[config.mk]
export PLATFORM = sky130hd
export DESIGN_NAME = tcp_timer
export DESIGN_NICKNAME = d
export VERILOG_FILES = /design/src/core/tcp_pkg.sv /design/src/core/tcp_ps_if.sv /design/src/core/tcp_prescaler.sv /design/src/core/tcp_timer.sv
export SDC_FILE = /design/constraint.sdc
export NUM_CORES = 1
export LEC_CHECK = 0
export ABC_AREA = 1
export BUFFER_PORTS_ARGS = -buffer_cell sky130_fd_sc_hd__buf_2
export CAP_MARGIN = 20
export CORE_AREA = 2 2 68 70
export DETAILED_ROUTE_END_ITERATION = 8
export DIE_AREA = 0 0 70 72
export PLACE_DENSITY = 0.74
export SYNTH_ARGS = -nofsm -noshare
export SYNTH_HDL_FRONTEND = slang
export SYNTH_SLANG_ARGS = --single-unit
[constraint.sdc]
create_clock -name clock -period 4.9 [get_ports clock]
set_input_delay 0.245 -clock clock [delete_from_list [all_inputs] [get_ports clock]]
set_output_delay 0.245 -clock clock [all_outputs]
set_load 0.05 [all_outputs]
[src/core/tcp_pkg.sv]
// Shared constants for the timer/counter with the shared prescaler.
// Assumes four oscillator clocks, one per phase, in each instruction cycle.
package tcp_pkg;

    // File address of the count register.
    localparam logic [4:0] TCP_CNT_ADDR   = 5'h01;

    // Field positions inside the option control register.
    localparam int         TCP_OPT_TCS    = 5;
    localparam int         TCP_OPT_SE     = 4;
    localparam int         TCP_OPT_PSA    = 3;
    localparam int         TCP_OPT_PS_HI  = 2;
    localparam int         TCP_OPT_PS_LO  = 0;

    // Reset values and the mask of implemented option bits.
    localparam logic [7:0] TCP_OPT_RESET  = 8'h3F;
    localparam logic [7:0] TCP_OPT_MASK   = 8'h3F;
    localparam logic [7:0] TCP_CNT_RESET  = 8'h00;
    localparam logic [7:0] TCP_PS_RESET   = 8'h00;

    // Instruction cycles of suppressed counting after a count write.
    localparam logic [1:0] TCP_INHIBIT    = 2'h2;

    // Internal phase clocks, one oscillator clock each.
    typedef enum logic [3:0] {
        TCP_Q1 = 4'b0001,
        TCP_Q2 = 4'b0010,
        TCP_Q3 = 4'b0100,
        TCP_Q4 = 4'b1000
    } tcp_phase_e;

endpackage : tcp_pkg

[src/core/tcp_ps_if.sv]
// Carrier between the timer core and its shared prescaler counter.
// Assumes both ends share one clock; all signals are combinational.
`timescale 1ns/1ps
interface tcp_ps_if;
    logic       clear;     // Clear the prescaler this clock.
    logic       count_en;  // Advance the prescaler this clock.
    logic [2:0] ratio;     // Selected ratio field.
    logic [7:0] value;     // Current prescaler count.
    logic       sel_bit;   // Selected output bit, symmetrical.
    logic       tc_timer;  // Selected bit rises on this advance.
    logic       tc_wdt;    // Postscaler terminal count for watchdog.

    modport owner (input clear, input count_en, input ratio,
                   output value, output sel_bit, output tc_timer,
                   output tc_wdt);
    modport user  (output clear, output count_en, output ratio,
                   input value, input sel_bit, input tc_timer,
                   input tc_wdt);
endinterface : tcp_ps_if

[src/core/tcp_prescaler.sv]
// The single 8-bit prescaler counter shared by timer and watchdog.
// Assumes the user end decides who advances it and when it clears.
`timescale 1ns/1ps
module tcp_prescaler #(
    parameter int PS_W = 8
) (
    // Clock and reset.
    input wire logic clock,
    input wire logic srst,
    // Prescaler control and outputs.
    tcp_ps_if.owner  ps
);

    // The ratio field indexes eight stages, so only 8 bits can work.
    if (PS_W != 8) begin : g_width_check
        $error("tcp_prescaler needs PS_W of 8");
    end

    logic [PS_W-1:0] count_ff;   // Stage bits of the divider.
    logic [PS_W-1:0] nxt_count;  // Next divider value.
    logic [PS_W-1:0] low_mask;   // Stages below the selected one.

    ////////////////////////////////////////////////////////////////////////
    // Counting. A clear beats an advance in the same clock.
    always_comb begin
        nxt_count = count_ff;
        if (srst || ps.clear) begin
            nxt_count = tcp_pkg::TCP_PS_RESET;
        end else if (ps.count_en) begin
            nxt_count = count_ff + 1'b1;
        end
    end

    always_ff @(posedge clock) begin
        count_ff <= nxt_count;
    end

    ////////////////////////////////////////////////////////////////////////
    // Taps. The selected bit toggles every 2^ratio advances, so its
    // rising edge comes every 2^(ratio+1) advances.
    always_comb begin
        low_mask = PS_W'((32'h1 << ps.ratio) - 32'h1);
    end

    assign ps.value    = count_ff;
    assign ps.sel_bit  = count_ff[ps.ratio];
    assign ps.tc_wdt   = ps.count_en && ((count_ff & low_mask) == low_mask);
    assign ps.tc_timer = ps.tc_wdt && !count_ff[ps.ratio];

endmodule : tcp_prescaler

[src/core/tcp_timer.sv]
// Timer/counter with a shared 8-bit prescaler, top level.
// Assumes the instruction unit drives its strobes in phase Q4 and that
// all pins are synchronous to clock; the watchdog itself sits outside.
//
// How it works
// - Select zero counts every instruction cycle.
// - Count write suppresses counting two cycles.
// - Select one counts external input edges.
// - Edge select zero rising, one falling.
// - Prescaler serves timer or watchdog, never both.
// - Timer ratio is two to field plus one.
// - One 8-bit counter: prescaler or postscaler.
// - Prescaler value has no register address.
// - Count writes clear prescaler when timer-assigned.
// - Watchdog clear clears prescaler when watchdog-assigned.
// - Any reset clears the prescaler.
// - Counter mode samples on phases Q2, Q4.
// - Without prescaler, pin feeds synchroniser directly.
// - With prescaler, pin divided before synchronising.
// - Counter increments shortly after the edge.
// - Count register eight bits, address one, kept.
`timescale 1ns/1ps
module tcp_timer (
    // Clock and power-on reset.
    input  wire logic       clock,
    input  wire logic       srst,
    // External and watchdog reset, a level.
    input  wire logic       dev_reset,
    // File write port from the instruction unit.
    input  wire logic       file_wr_en,
    input  wire logic [4:0] file_addr,
    input  wire logic [7:0] file_wdata,
    // Option write and watchdog clear from the instruction unit.
    input  wire logic       option_wr_en,
    input  wire logic [7:0] option_wdata,
    input  wire logic       watchdog_clear_op,
    // Count pin and raw watchdog time-out tick.
    input  wire logic       external_count_input,
    input  wire logic       wdt_tick,
    // Register read-back and watchdog time-out, postscaled when the watchdog owns the prescaler.
    output logic [7:0]      timer_count_value_ff,
    output logic [7:0]      timer_option_control_ff,
    output logic            wdt_timeout_ff
);

    ////////////////////////////////////////////////////////////////////////
    // Declarations.
    tcp_pkg::tcp_phase_e phase_ff;    // Current internal phase.
    tcp_pkg::tcp_phase_e nxt_phase;   // Next internal phase.
    logic [7:0] nxt_option;           // Next option register value.
    logic [7:0] nxt_count;            // Next count register value.
    logic [1:0] inhib_ff;             // Cycles of suppression left.
    logic [1:0] nxt_inhib;            // Next suppression count.
    logic       edge_prev_ff;         // Edge-adjusted pin, last clock.
    logic       samp_ff;              // Last phase sample of the source.
    logic       nxt_samp;             // Next phase sample.
    logic       nxt_wdt_timeout;      // Next watchdog time-out pulse.
    logic       is_q4;                // Last phase of the cycle.
    logic       sample_now;           // A sampling phase.
    logic       cnt_wr;               // Count register write taken.
    logic       tcs;                  // Counter mode when set.
    logic       prescaler_assign_bit;                  // Prescaler given to watchdog.
    logic       edge_src;             // Pin with counting edge rising.
    logic       ext_rise;             // Counting edge on the pin.
    logic       sync_src;             // Level fed to the synchroniser.
    logic       sync_rise;            // Rise seen at a sampling phase.
    logic       inc_event;            // Source asks for an increment.
    logic       rst_level;            // Source level under reset option.

    tcp_ps_if ps ();                  // Link to the prescaler.

    tcp_prescaler #(
        .PS_W (8)
    ) u_prescaler (
        .clock (clock),
        .srst  (srst),
        .ps    (ps.owner)
    );

    ////////////////////////////////////////////////////////////////////////
    // Decodes shared by the processes below.
    assign is_q4      = (phase_ff == tcp_pkg::TCP_Q4);
    assign sample_now = (phase_ff == tcp_pkg::TCP_Q2) || is_q4;
    assign tcs        = timer_option_control_ff[tcp_pkg::TCP_OPT_TCS];
    assign prescaler_assign_bit        = timer_option_control_ff[tcp_pkg::TCP_OPT_PSA];
    // Only the count register decodes here; the prescaler has no
    // address and cannot be read or written.
    assign cnt_wr     = file_wr_en && is_q4 &&
                        (file_addr == tcp_pkg::TCP_CNT_ADDR);

    // Folding the edge select into the pin lets one rising-edge
    // detector serve both edges.
    assign edge_src = external_count_input ^
                      timer_option_control_ff[tcp_pkg::TCP_OPT_SE];
    assign ext_rise = edge_src && !edge_prev_ff;
    // Any reset sets the edge select, which flips the adjusted pin; both
    // detectors are preloaded with that level so no false edge follows.
    assign rst_level = external_count_input ^
                       tcp_pkg::TCP_OPT_RESET[tcp_pkg::TCP_OPT_SE];

    ////////////////////////////////////////////////////////////////////////
    // Phase generator: four oscillator clocks make one cycle.
    always_comb begin
        unique case (phase_ff)
            tcp_pkg::TCP_Q1: nxt_phase = tcp_pkg::TCP_Q2;
            tcp_pkg::TCP_Q2: nxt_phase = tcp_pkg::TCP_Q3;
            tcp_pkg::TCP_Q3: nxt_phase = tcp_pkg::TCP_Q4;
            tcp_pkg::TCP_Q4: nxt_phase = tcp_pkg::TCP_Q1;
            default:         nxt_phase = tcp_pkg::TCP_Q1;
        endcase
        if (srst) begin
            nxt_phase = tcp_pkg::TCP_Q1;
        end
    end

    always_ff @(posedge clock) begin
        phase_ff <= nxt_phase;
    end

    ////////////////////////////////////////////////////////////////////////
    // Option register. Any reset returns it to all ones, which hands
    // the prescaler to the watchdog at the largest ratio.
    always_comb begin
        nxt_option = timer_option_control_ff;
        if (srst || dev_reset) begin
            nxt_option = tcp_pkg::TCP_OPT_RESET;
        end else if (option_wr_en && is_q4) begin
            nxt_option = option_wdata & tcp_pkg::TCP_OPT_MASK;
        end
    end

    always_ff @(posedge clock) begin
        timer_option_control_ff <= nxt_option;
    end

    ////////////////////////////////////////////////////////////////////////
    // Prescaler steering. The one counter has one source at a time.
    always_comb begin
        ps.ratio = timer_option_control_ff[tcp_pkg::TCP_OPT_PS_HI:
                                           tcp_pkg::TCP_OPT_PS_LO];
        // Clears: any reset, timer writes, or a watchdog clear.
        ps.clear = dev_reset
                 || (cnt_wr && !prescaler_assign_bit)
                 || (watchdog_clear_op && is_q4 && prescaler_assign_bit);
        if (prescaler_assign_bit) begin
            // Postscaler for the watchdog time-out ticks.
            ps.count_en = wdt_tick;
        end else if (tcs) begin
            // Divides the pin ahead of the synchroniser.
            ps.count_en = ext_rise;
        end else begin
            // Divides the instruction cycle.
            ps.count_en = is_q4;
        end
    end

    // Watchdog sees the postscaled tick only when it owns the counter.
    always_comb begin
        nxt_wdt_timeout = prescaler_assign_bit ? ps.tc_wdt : wdt_tick;
        if (srst) begin
            nxt_wdt_timeout = 1'b0;
        end
    end

    always_ff @(posedge clock) begin
        wdt_timeout_ff <= nxt_wdt_timeout;
    end

    ////////////////////////////////////////////////////////////////////////
    // Synchroniser for counter mode. The source is the pin itself or
    // the symmetrical prescaler tap; it is looked at only in Q2 and Q4,
    // so pulses shorter than two oscillator clocks may be missed.
    always_comb begin
        sync_src  = prescaler_assign_bit ? edge_src : ps.sel_bit;
        sync_rise = sample_now && sync_src && !samp_ff;
        nxt_samp  = sample_now ? sync_src : samp_ff;
        if (srst || dev_reset) begin
            nxt_samp = rst_level;
        end
    end

    always_ff @(posedge clock) begin
        samp_ff      <= nxt_samp;
        edge_prev_ff <= (srst || dev_reset) ? rst_level : edge_src;
    end

    ////////////////////////////////////////////////////////////////////////
    // Count register and its write suppression.
    always_comb begin
        if (tcs) begin
            // Lands at the sampling phase after the edge, not on it.
            inc_event = sync_rise;
        end else begin
            inc_event = is_q4 && (prescaler_assign_bit || ps.tc_timer);
        end
    end

    // Suppression counts whole instruction cycles, ending on Q4.
    always_comb begin
        nxt_inhib = inhib_ff;
        if (srst || dev_reset) begin
            nxt_inhib = 2'h0;
        end else if (cnt_wr) begin
            nxt_inhib = tcp_pkg::TCP_INHIBIT;
        end else if (is_q4 && (inhib_ff != 2'h0)) begin
            nxt_inhib = inhib_ff - 2'h1;
        end
    end

    // A write wins over an increment in the same clock. The external
    // and watchdog reset leave the value alone.
    always_comb begin
        nxt_count = timer_count_value_ff;
        if (srst) begin
            nxt_count = tcp_pkg::TCP_CNT_RESET;
        end else if (cnt_wr) begin
            nxt_count = file_wdata;
        end else if (inc_event && (inhib_ff == 2'h0)) begin
            nxt_count = timer_count_value_ff + 8'h01;
        end
    end

    always_ff @(posedge clock) begin
        inhib_ff             <= nxt_inhib;
        timer_count_value_ff <= nxt_count;
    end

    ////////////////////////////////////////////////////////////////////////
    // Checks. Helper state tracks clocks since the last count write.
    logic [3:0] since_wr_ff;   // Clocks since the last write, saturating.
    logic [7:0] last_wr_ff;    // Value of the last write.

    always_ff @(posedge clock) begin
        // Reset saturates the count, so no write is taken as recent.
        if (srst) begin
            since_wr_ff <= 4'hF;
        end else if (cnt_wr) begin
            since_wr_ff <= 4'h0;
        end else if (since_wr_ff != 4'hF) begin
            since_wr_ff <= since_wr_ff + 4'h1;
        end
        if (cnt_wr) begin
            last_wr_ff <= file_wdata;
        end
    end
endmodule : tcp_timer

Word level (Yosys, flattened, before mapping):

Cells that the tools add are included.
W data, S select, Z words.

* register bits: 31
* output and inout port bits: 17

* add/sub/neg operators: 4
* order comparisons: 1
* eq/ne operators: 6
* shifts and indexed selects: 1
* mux-type cells: 15
* bitwise operators: 3
* reductions and logical operators: 30

Operators with widths (count)
* $add A8 B1 Y8 const B: 2
* $mux W8: 2
* $logic_and A1 B1 Y1: 14
* $pmux W4 S3: 1
* $mux W1: 9
* $and A8 B8 Y8: 1
* $eq A8 B8 Y1: 1
* $reduce_bool A2 Y1: 4
* $shl A1 B3 Y8 const A: 1
* $sub A8 B1 Y8 const B: 1
* $logic_or A1 B1 Y1: 6
* $eq A5 B1 Y1 const B: 1
* $eq A4 B1 Y1 const B: 1
* $eq A4 B2 Y1 const B: 1
* $eq A4 B3 Y1 const B: 1
* $eq A4 B4 Y1 const B: 1
* $logic_not A1 Y1: 4
* $lt A3 B4 Y1 const B: 1
* $mux W2: 2
* $bmux W1 S3: 1
* $logic_not A2 Y1: 1
* $reduce_or A2 Y1: 1
* $sub A2 B1 Y2 const B: 1
* $not A1 Y1: 1
* $xor A1 B1 Y1: 1

Depth between registers and ports, before layout:

Gate-level depths: netlist (run 1).

* depth after elaboration: 12
* depth in mapped cells: 19
* gate-level depth less buffers: 17

By module:

A second synthesis (run 1) with hierarchy kept.

* cells, all modules: 293
* area, all modules: 1869.3 um^2

Modules (own cells, without submodules)
* tcp_timer: times used 1, cells an instance 189, area each 1267.5 um^2
* tcp_prescaler: times used 1, cells an instance 104, area each 601.8 um^2

Worst setup path before layout (run 1):

OpenSTA, ideal clock, no wires.

* kind: reg-to-reg
* start point: register timer_option_control_ff[2]
* end point: register timer_count_value_ff[5]
* setup time: 0.115 ns
* arrival: 2.216 ns
* data required time: 4.785 ns
* slack: 2.569 ns
* stages on the path, launching flop included: 19
* period minus slack after synthesis: 2.331 ns
* path through: dfxtp_1 buf_2 inv_2 nand3_1 ha_1 or2_1 nand3_1 nor2_1 nand2_1 nor2_2 nand2_1 nand2_1 nand2_1 nand2_2 nand2_2 buf_6 nand3_2 nand2_1 nor2_1

* word-level cells in the longest chain between the ends: 11
* elaborated cells on any way between the ends: 17
* those cells by class: add/sub: 1; eq/ne: 1; shift: 1; mux: 4; bitwise: 1; reduce/logical: 9

Ends and longest elaborated chain
* from (decl): line tcp_timer.sv:42 `output logic [7:0] timer_option_control_ff,`
* from (signal assigned): line tcp_timer.sv:133 `timer_option_control_ff <= nxt_option;`
* $shl A1 B3 Y8: line tcp_prescaler.sv:42 `low_mask = PS_W'((32'h1 << ps.ratio) - 32'h1);`
* $sub A8 B1 Y8: line tcp_prescaler.sv:42
* $and A8 B8 Y8: line tcp_prescaler.sv:47 `assign ps.tc_wdt = ps.count_en && ((count_ff & low_mask) == low_mask);`
* $eq A8 B8 Y1: line tcp_prescaler.sv:47
* $logic_and A1 B1 Y1: line tcp_prescaler.sv:47
* $logic_and A1 B1 Y1: line tcp_prescaler.sv:48 `assign ps.tc_timer = ps.tc_wdt && !count_ff[ps.ratio];`
* $logic_or A1 B1 Y1: line tcp_timer.sv:194 `inc_event = is_q4 && (prescaler_assign_bit || ps.tc_timer);`
* $logic_and A1 B1 Y1: line tcp_timer.sv:194
* $mux W1 (*): line tcp_timer.sv:190 `if (tcs) begin`
* $logic_and A1 B1 Y1 (*): line tcp_timer.sv:218 `end else if (inc_event && (inhib_ff == 2'h0)) begin`
* $reduce_bool A2 Y1 (no line) (*)
* to (signal assigned): line tcp_timer.sv:225 `timer_count_value_ff <= nxt_count;`
* to (decl): line tcp_timer.sv:41 `output logic [7:0] timer_count_value_ff,`

Mark *: on every way between the ends. The rest lies on a longest branch, timed or not. The select of a mux whose other input is x is not followed.
A chain may end at the register's enable or synchronous reset.

Worst setup path after layout (run 1):

* start point: register timer_option_control_ff[0]
* end point: register timer_count_value_ff[5]

Same word-level chain as after synthesis.

==> impl_metrics.toml, run 1 <==
[worst_hold_path]
hold_path_class = "in -> reg"
worst_hold_path.num_cells = 3
min_to = "timer_option_control_ff[0]"
hold_start = "option_wdata[0]"

[logic_synthesis]
synth-seq-area-share_pct = 33.62
synth_area_leaders = "dfxtp_1, nand2_1, nand3_1"
yosysTopAreaCellShare_pct = 32.02
synth_edf_count = 1
yosysUniqueCellTypes = 36
syn_inst = 281
syn-cell-area_um2 = 1876
avgSynthCellArea_um2 = 6.675
ys.flop_type = "dfxtp_1"
ys_seq_elements = 31
yosysWarnings = 0
synth_top_area_cell = "dfxtp_1"
async_reset_ff_share_pct = 0

[worst_setup_path]
cp_num_buf_inv = 1
end_kind = "flop"
crit_arrival_ps = 2450
reg2reg_from = "timer_option_control_ff[0]"
r2r_cells = 16
crit_slowest_cell = "dfxtp_1"
crit_family = "simple AND/OR/NAND/NOR gates"
crit_fanout = 14
crit_required_ps = 5080
criticalPathCategory = "reg -> reg"
reg2reg_to = "timer_count_value_ff[5]"
r2r_slack_ps = 2630
cpMostUsedCell = "nand2_1"
crit_path_start_kind = "flop"
cp_cell_sequence = "nor2_2 > nand2_1 > ha_1 > nand2_1 > inv_1 > a21oi_1 > nand2_1 > nand2_1 > nor2_2 > nand2_1 > nand2_1 > nand2_1 > nand2_2 > nand2_2 > a21oi_1 > nor2_1"
critPathMaxStageDelay_ps = 560
worst-path-stages = 16

[global_routing]
grt_util_all_layers_pct = 16.49
grt-ovfl-total = 0
grt_pass1_vias = 1633
grt_pass1_wl_um = 6817
grt_max_degree = 20
antenna_found_initial = 0

[layout]
final_common_cell = "nand2_1"
final_nets = 354
syn_to_final_growth_pct = 16.14
n_antenna_cell = 0
drive_gt1_share_pct = 21.74
final_cell_mix = "nand2_1, buf_2, dfxtp_1"
n_fill_cell = 430

[placed_design]
io_buffers = 41
gp_congestion = 0.8471
dp_hpwl_um = 2975

[timing]
rsz0062_at_grt = "false"
finalHoldViolCount = 0
finalCriticalPeriod_ps = 2275
setup_violations = 0
setup_tns_ps = 0
slew_headroom_pct = 48.51
tightest_slew_ps = 766.6
skew_ps = 7.834
post-route-period-util_pct = 46.43
slew_viol_final = 0
fmax_ghz = 0.4396

[clock_tree]
cts.htree.levels = 2
cts.root.buffer_cell = "clkbuf_8"
clock-sinks = 31
clkTransAtPathRegs_ps = 70
ctsResizeCount = 0
clk_latency_ps = 280
post-cts-setup-buffers = 0
cts_hold_buffers = 0
clk_path_buf_depth = 2
cts_buffers = 5
cts_tree = "yes"

[outcome]
outcome = "finished, final reports clean"

[power_and_ir_drop]
p_leak_nw = 1.066
irDropWorstVdd_v = 0.0001673
total_power_w = 0.0005260
p_per_area_nw_per_um2 = 241.5

[detailed_routing]
first_pass_iters = 4
vias = 1849
vias_per_cell = 4.944
wl_um = 3928
ant_nets = 0
drt_iter0_drc = 71
wl_per_cell_um = 10.50
remaining_drc_errors = 0

[die]
fp.dieH_um = 72
core_um2 = 4264
die_w_um = 70
num_rows = 24
dieArea_um2 = 5040
pin_count = 46
initial_core_util_pct = 43.98

[run]
drv_cap = 0
logic make-up after synthesis:
kind of cell,after synthesis,synth area share (%)
adder cells (fa/ha/maj),4,2.669
flip-flops,31,33.62
buffers and inverters,45,10.14
XOR/XNOR,7,3.269
AO/OA/AOI/OAI,43,13.08
AND/OR/NAND/NOR,150,37.02
other,1,0.1999
flip-flops by register name, indices dropped and copies added (netlist names):
name                     flops
samp_ff                      1
timer_option_control_ff      6
inhib_ff                     2
phase_ff                     4
edge_prev_ff                 1
u_prescaler.ps.value         8
wdt_timeout_ff               1
timer_count_value_ff         8
per-stage QoR:
step / setup WS [ps] / instance area (um2) / hold slack, ps / std cells / util, %
after floorplan: 2569 / 1879 / 317.4 / 282 / -
after global placement: 2702 / 2095 / 464.3 / 366 / 49.12
after detailed placement: 2652 / 2095 / 468.6 / 366 / 49.12
after CTS: 2654 / 2178 / 175.3 / 374 / 51.09
after global routing: 2357 / 2178 / 196.4 / 374 / 51.09
final: 2625 / 2178 / 182.1 / 374 / 51.09
final cells by class:
class	count	area [um2]	share of cell area [%]
Multi-Input combinational cell	206	1059	48.59
Sequential cell	31	630.6	28.95
Timing Repair Buffer	41	205.2	9.420
Inverter	36	135.1	6.203
Clock buffer	5	68.82	3.159
Tap cell	52	65.06	2.987
Clock inverter	3	15.01	0.6893
Yosys cell counts, drive strengths merged (3+ instances only):
master / count
nand3b: 4
nor2: 25
inv: 35
dfxtp: 30
nor4: 4
xor2: 6
clkbuf: 3
nand2: 81
a21oi: 16
buf: 6
ha: 4
o21ai: 16
nand3: 22
o211ai: 7
nor3b: 3
nor3: 7
layer usage:
layer	vias to the layer above	global-route usage (%)	routed length [um]
li1	984	-	-
met1	822	20.72	1908
met4	0	5.128	47
met2	38	27.94	1812
met3	5	4.306	160
met5	-	0	0
how the worst max path moves through the flow:
stage	from	endpoint	slack (ps)
floorplan	timer_option_control_ff[2]	timer_count_value_ff[5]	2570
global placement	timer_option_control_ff[0]	timer_count_value_ff[3]	2700
detailed placement	timer_option_control_ff[0]	timer_count_value_ff[5]	2650
CTS	timer_option_control_ff[0]	timer_count_value_ff[5]	2650
global route	timer_option_control_ff[0]	timer_count_value_ff[5]	2360
finish	timer_option_control_ff[0]	timer_count_value_ff[5]	2630
worst reg2reg max path: cells and delay by family (launching register included):
family / cells / cell delay (ps)
fa+ha+maj: 1 / 220
buf+inv: 1 / 90
flops: 1 / 560
simple gates: 12 / 1050
compound gates: 2 / 260
power breakdown:
| part | internal (W) | total, W | switching (W) | leakage (nW) |
|---|---|---|---|---|
| Sequential | 0.000263 | 0.000271 | 0.00000752 | 0.254 |
| Combinational | 0.0000227 | 0.0000642 | 0.0000415 | 0.765 |
| Clock | 0.0000969 | 0.000191 | 0.0000940 | 0.0477 |
| Total | 0.000383 | 0.000526 | 0.000143 | 1.07 |
Note: power is estimated with default switching activity, not from simulation.
==> run 2: changes to the inputs <==
==> constraint.sdc (replaced) <==
create_clock -name clock -period 2.11 [get_ports clock]
set_input_delay 0.1055 -clock clock [delete_from_list [all_inputs] [get_ports clock]]
set_output_delay 0.1055 -clock clock [all_outputs]
set_load 0.05 [all_outputs]
==> run 2 against run 1 <==
  * Critical path depth stayed put
  * Power is 150% higher
  * Fmax is 18% higher
  * Clock skew is 1.2 ps lower
  * Worst hold slack worse by 140 ps
  * Core utilization is 4.8 points higher
  * Combinational power is 150% higher
  * Sequential share of layout area is 2.0 points lower
  * Design area is 9.4% higher
  * Setup slack worse by 2400 ps
  * Highest routed layer unchanged
==> impl_metrics.toml, run 2 (same netlist as run 1, synthesis figures left out) <==
[run]
drv_cap = 0

[die]
pin_count = 46
core_um2 = 4264
fp.dieH_um = 72
initial_core_util_pct = 43.98
dieArea_um2 = 5040
die_w_um = 70
num_rows = 24

[detailed_routing]
vias = 1888
vias_per_cell = 4.904
first_pass_iters = 4
drt_iter0_drc = 43
wl_um = 4189
remaining_drc_errors = 0
ant_nets = 0
wl_per_cell_um = 10.88

[global_routing]
grt_pass1_vias = 1621
grt-ovfl-total = 0
antenna_found_initial = 0
grt_max_degree = 20
grt_pass1_wl_um = 6865
grt_util_all_layers_pct = 16.48

[worst_setup_path]
crit_arrival_ps = 2160
criticalPathCategory = "reg -> reg"
crit_fanout = 7
cp-startpoint = "timer_option_control_ff[1]"
crit_required_ps = 2340
crit_path_start_kind = "flop"
end_kind = "flop"
reg2reg_from = "timer_option_control_ff[1]"

[timing]
skew_ps = 6.636
timing.hold.ws_ps = 39.92
rsz0062_at_grt = "true"
slew_viol_final = 0
fmax_ghz = 0.5176
post-route-period-util_pct = 91.56
finalCriticalPeriod_ps = 1932
finalHoldViolCount = 0
setup_violations = 0

[outcome]
outcome = "finished, final reports clean"

[layout]
final_cell_mix = "nand2_1, buf_2, dfxtp_1"
register_area_um2 = 641.9
fin_cells = 385
drive_gt1_share_pct = 28.53
final_nets = 365
final_common_cell = "nand2_1"
multi_input_area_um2 = 1156
n_antenna_cell = 0
syn_to_final_growth_pct = 27.08
n_fill_cell = 417

[power_and_ir_drop]
net-switching-power_w = 0.0003371
combPwrFrac_pct = 12.3
p_per_area_nw_per_um2 = 545.2
total_power_w = 0.001300
internal_power_w = 0.0009625
irDropWorstVdd_v = 0.0003421
p_leak_nw = 1.128
clockPowerShare_pct = 39.6
seqPwrFrac_pct = 48.1
swShare_pct = 25.94

[placed_design]
gp_congestion = 0.9059
io_buffers = 41
dp_cells = 372
dp_hpwl_um = 3053

[clock_tree]
clk_latency_ps = 280
cts.root.buffer_cell = "clkbuf_8"
cts_tree = "yes"
cts.htree.levels = 2
clock-sinks = 31
clk_path_buf_depth = 2
clkTransAtPathRegs_ps = 70
cts_hold_buffers = 0
cts_buffers = 5

[worst_hold_path]
hold_start = "option_wdata[0]"
hold_path_class = "in -> reg"
[run 2: changes by cell type in the layout (fill, tap and decap cells not counted), sizes merged]
| cell | change |
|---|---|
| buf | +10 |
| nand2 | +1 |
| clkbuf | +3 |
| clkinv | -3 |
[run 2: worst max-delay path, stage by stage, from the launching register on]
cell and delay [ps]:
dfxtp_4 360, nor2_4 120, nand2_2 80, ha_4 250, or2_1 80, nand3_1 60, nor2_1 100, nand2_1 70
nor2_2 110, nand2_1 60, nand2_1 70, nand2_2 70, nand2_4 130, nand2_8 90, nand3b_1 110, nand2_1 60
nor2_1 90
[run 2: routing by layer]
metal,up-vias,track usage [%],share of wire (%)
met1,830,21.42,48
met2,40,26.98,47
met3,6,3.750,4.0
met4,0,5.983,1.3
met5,-,0,0
li1,1012,-,-
[run 2: final cells by class]
| class | instances | area share (%) |
|---|---|---|
| inverter | 36 | 5.879 |
| timing repair buffer | 51 | 11.76 |
| sequential | 31 | 26.93 |
| tap | 52 | 2.730 |
| clock buffer | 8 | 4.199 |
| multi-input combinational | 207 | 48.50 |
[run 2: path summary, 6_finish.rpt]
path | endpoint | slack (ps) | cells after the start
min | timer_option_control_ff[0] | 40 | 3
max | timer_count_value_ff[7] | 180 | 16
max reg2reg | timer_count_value_ff[7] | 180 | 16
min reg2reg | phase_ff[3] | 500 | 2
[run 2: power by group through the flow]
stage | Clock [W] | Sequential [W] | Combinational (W)
4_1_cts | 0.000527 | 0.000626 | 0.000153
5_1_grt | 0.000550 | 0.000628 | 0.000178
3_3_place_gp | 0 | 0.000638 | 0.000149
6_report | 0.000514 | 0.000625 | 0.000160
3_5_place_dp | 0 | 0.000639 | 0.000152
2_1_floorplan | 0 | 0.000659 | 0.0000857
[run 2: timing repair]
item                                   in CTS  in global routing
buffers inserted                            0                  4
setup endpoints to repair                   0                  8
endpoints found under the hold margin       0                  0
resized for setup                           0                 20
[run 2: through the flow]
stage / TNS [ps] / setup slack, ps / util [%] / area [um2]
after floorplan: 0 / 5.092 / - / 1893
after global placement: 0 / 69.72 / 50.50 / 2153
after detailed placement: 0 / 29.85 / 50.50 / 2153
after CTS: 0 / 21.62 / 52.85 / 2253
after global routing: -21.51 / -14.83 / 55.90 / 2384
final: 0 / 178.0 / 55.90 / 2384
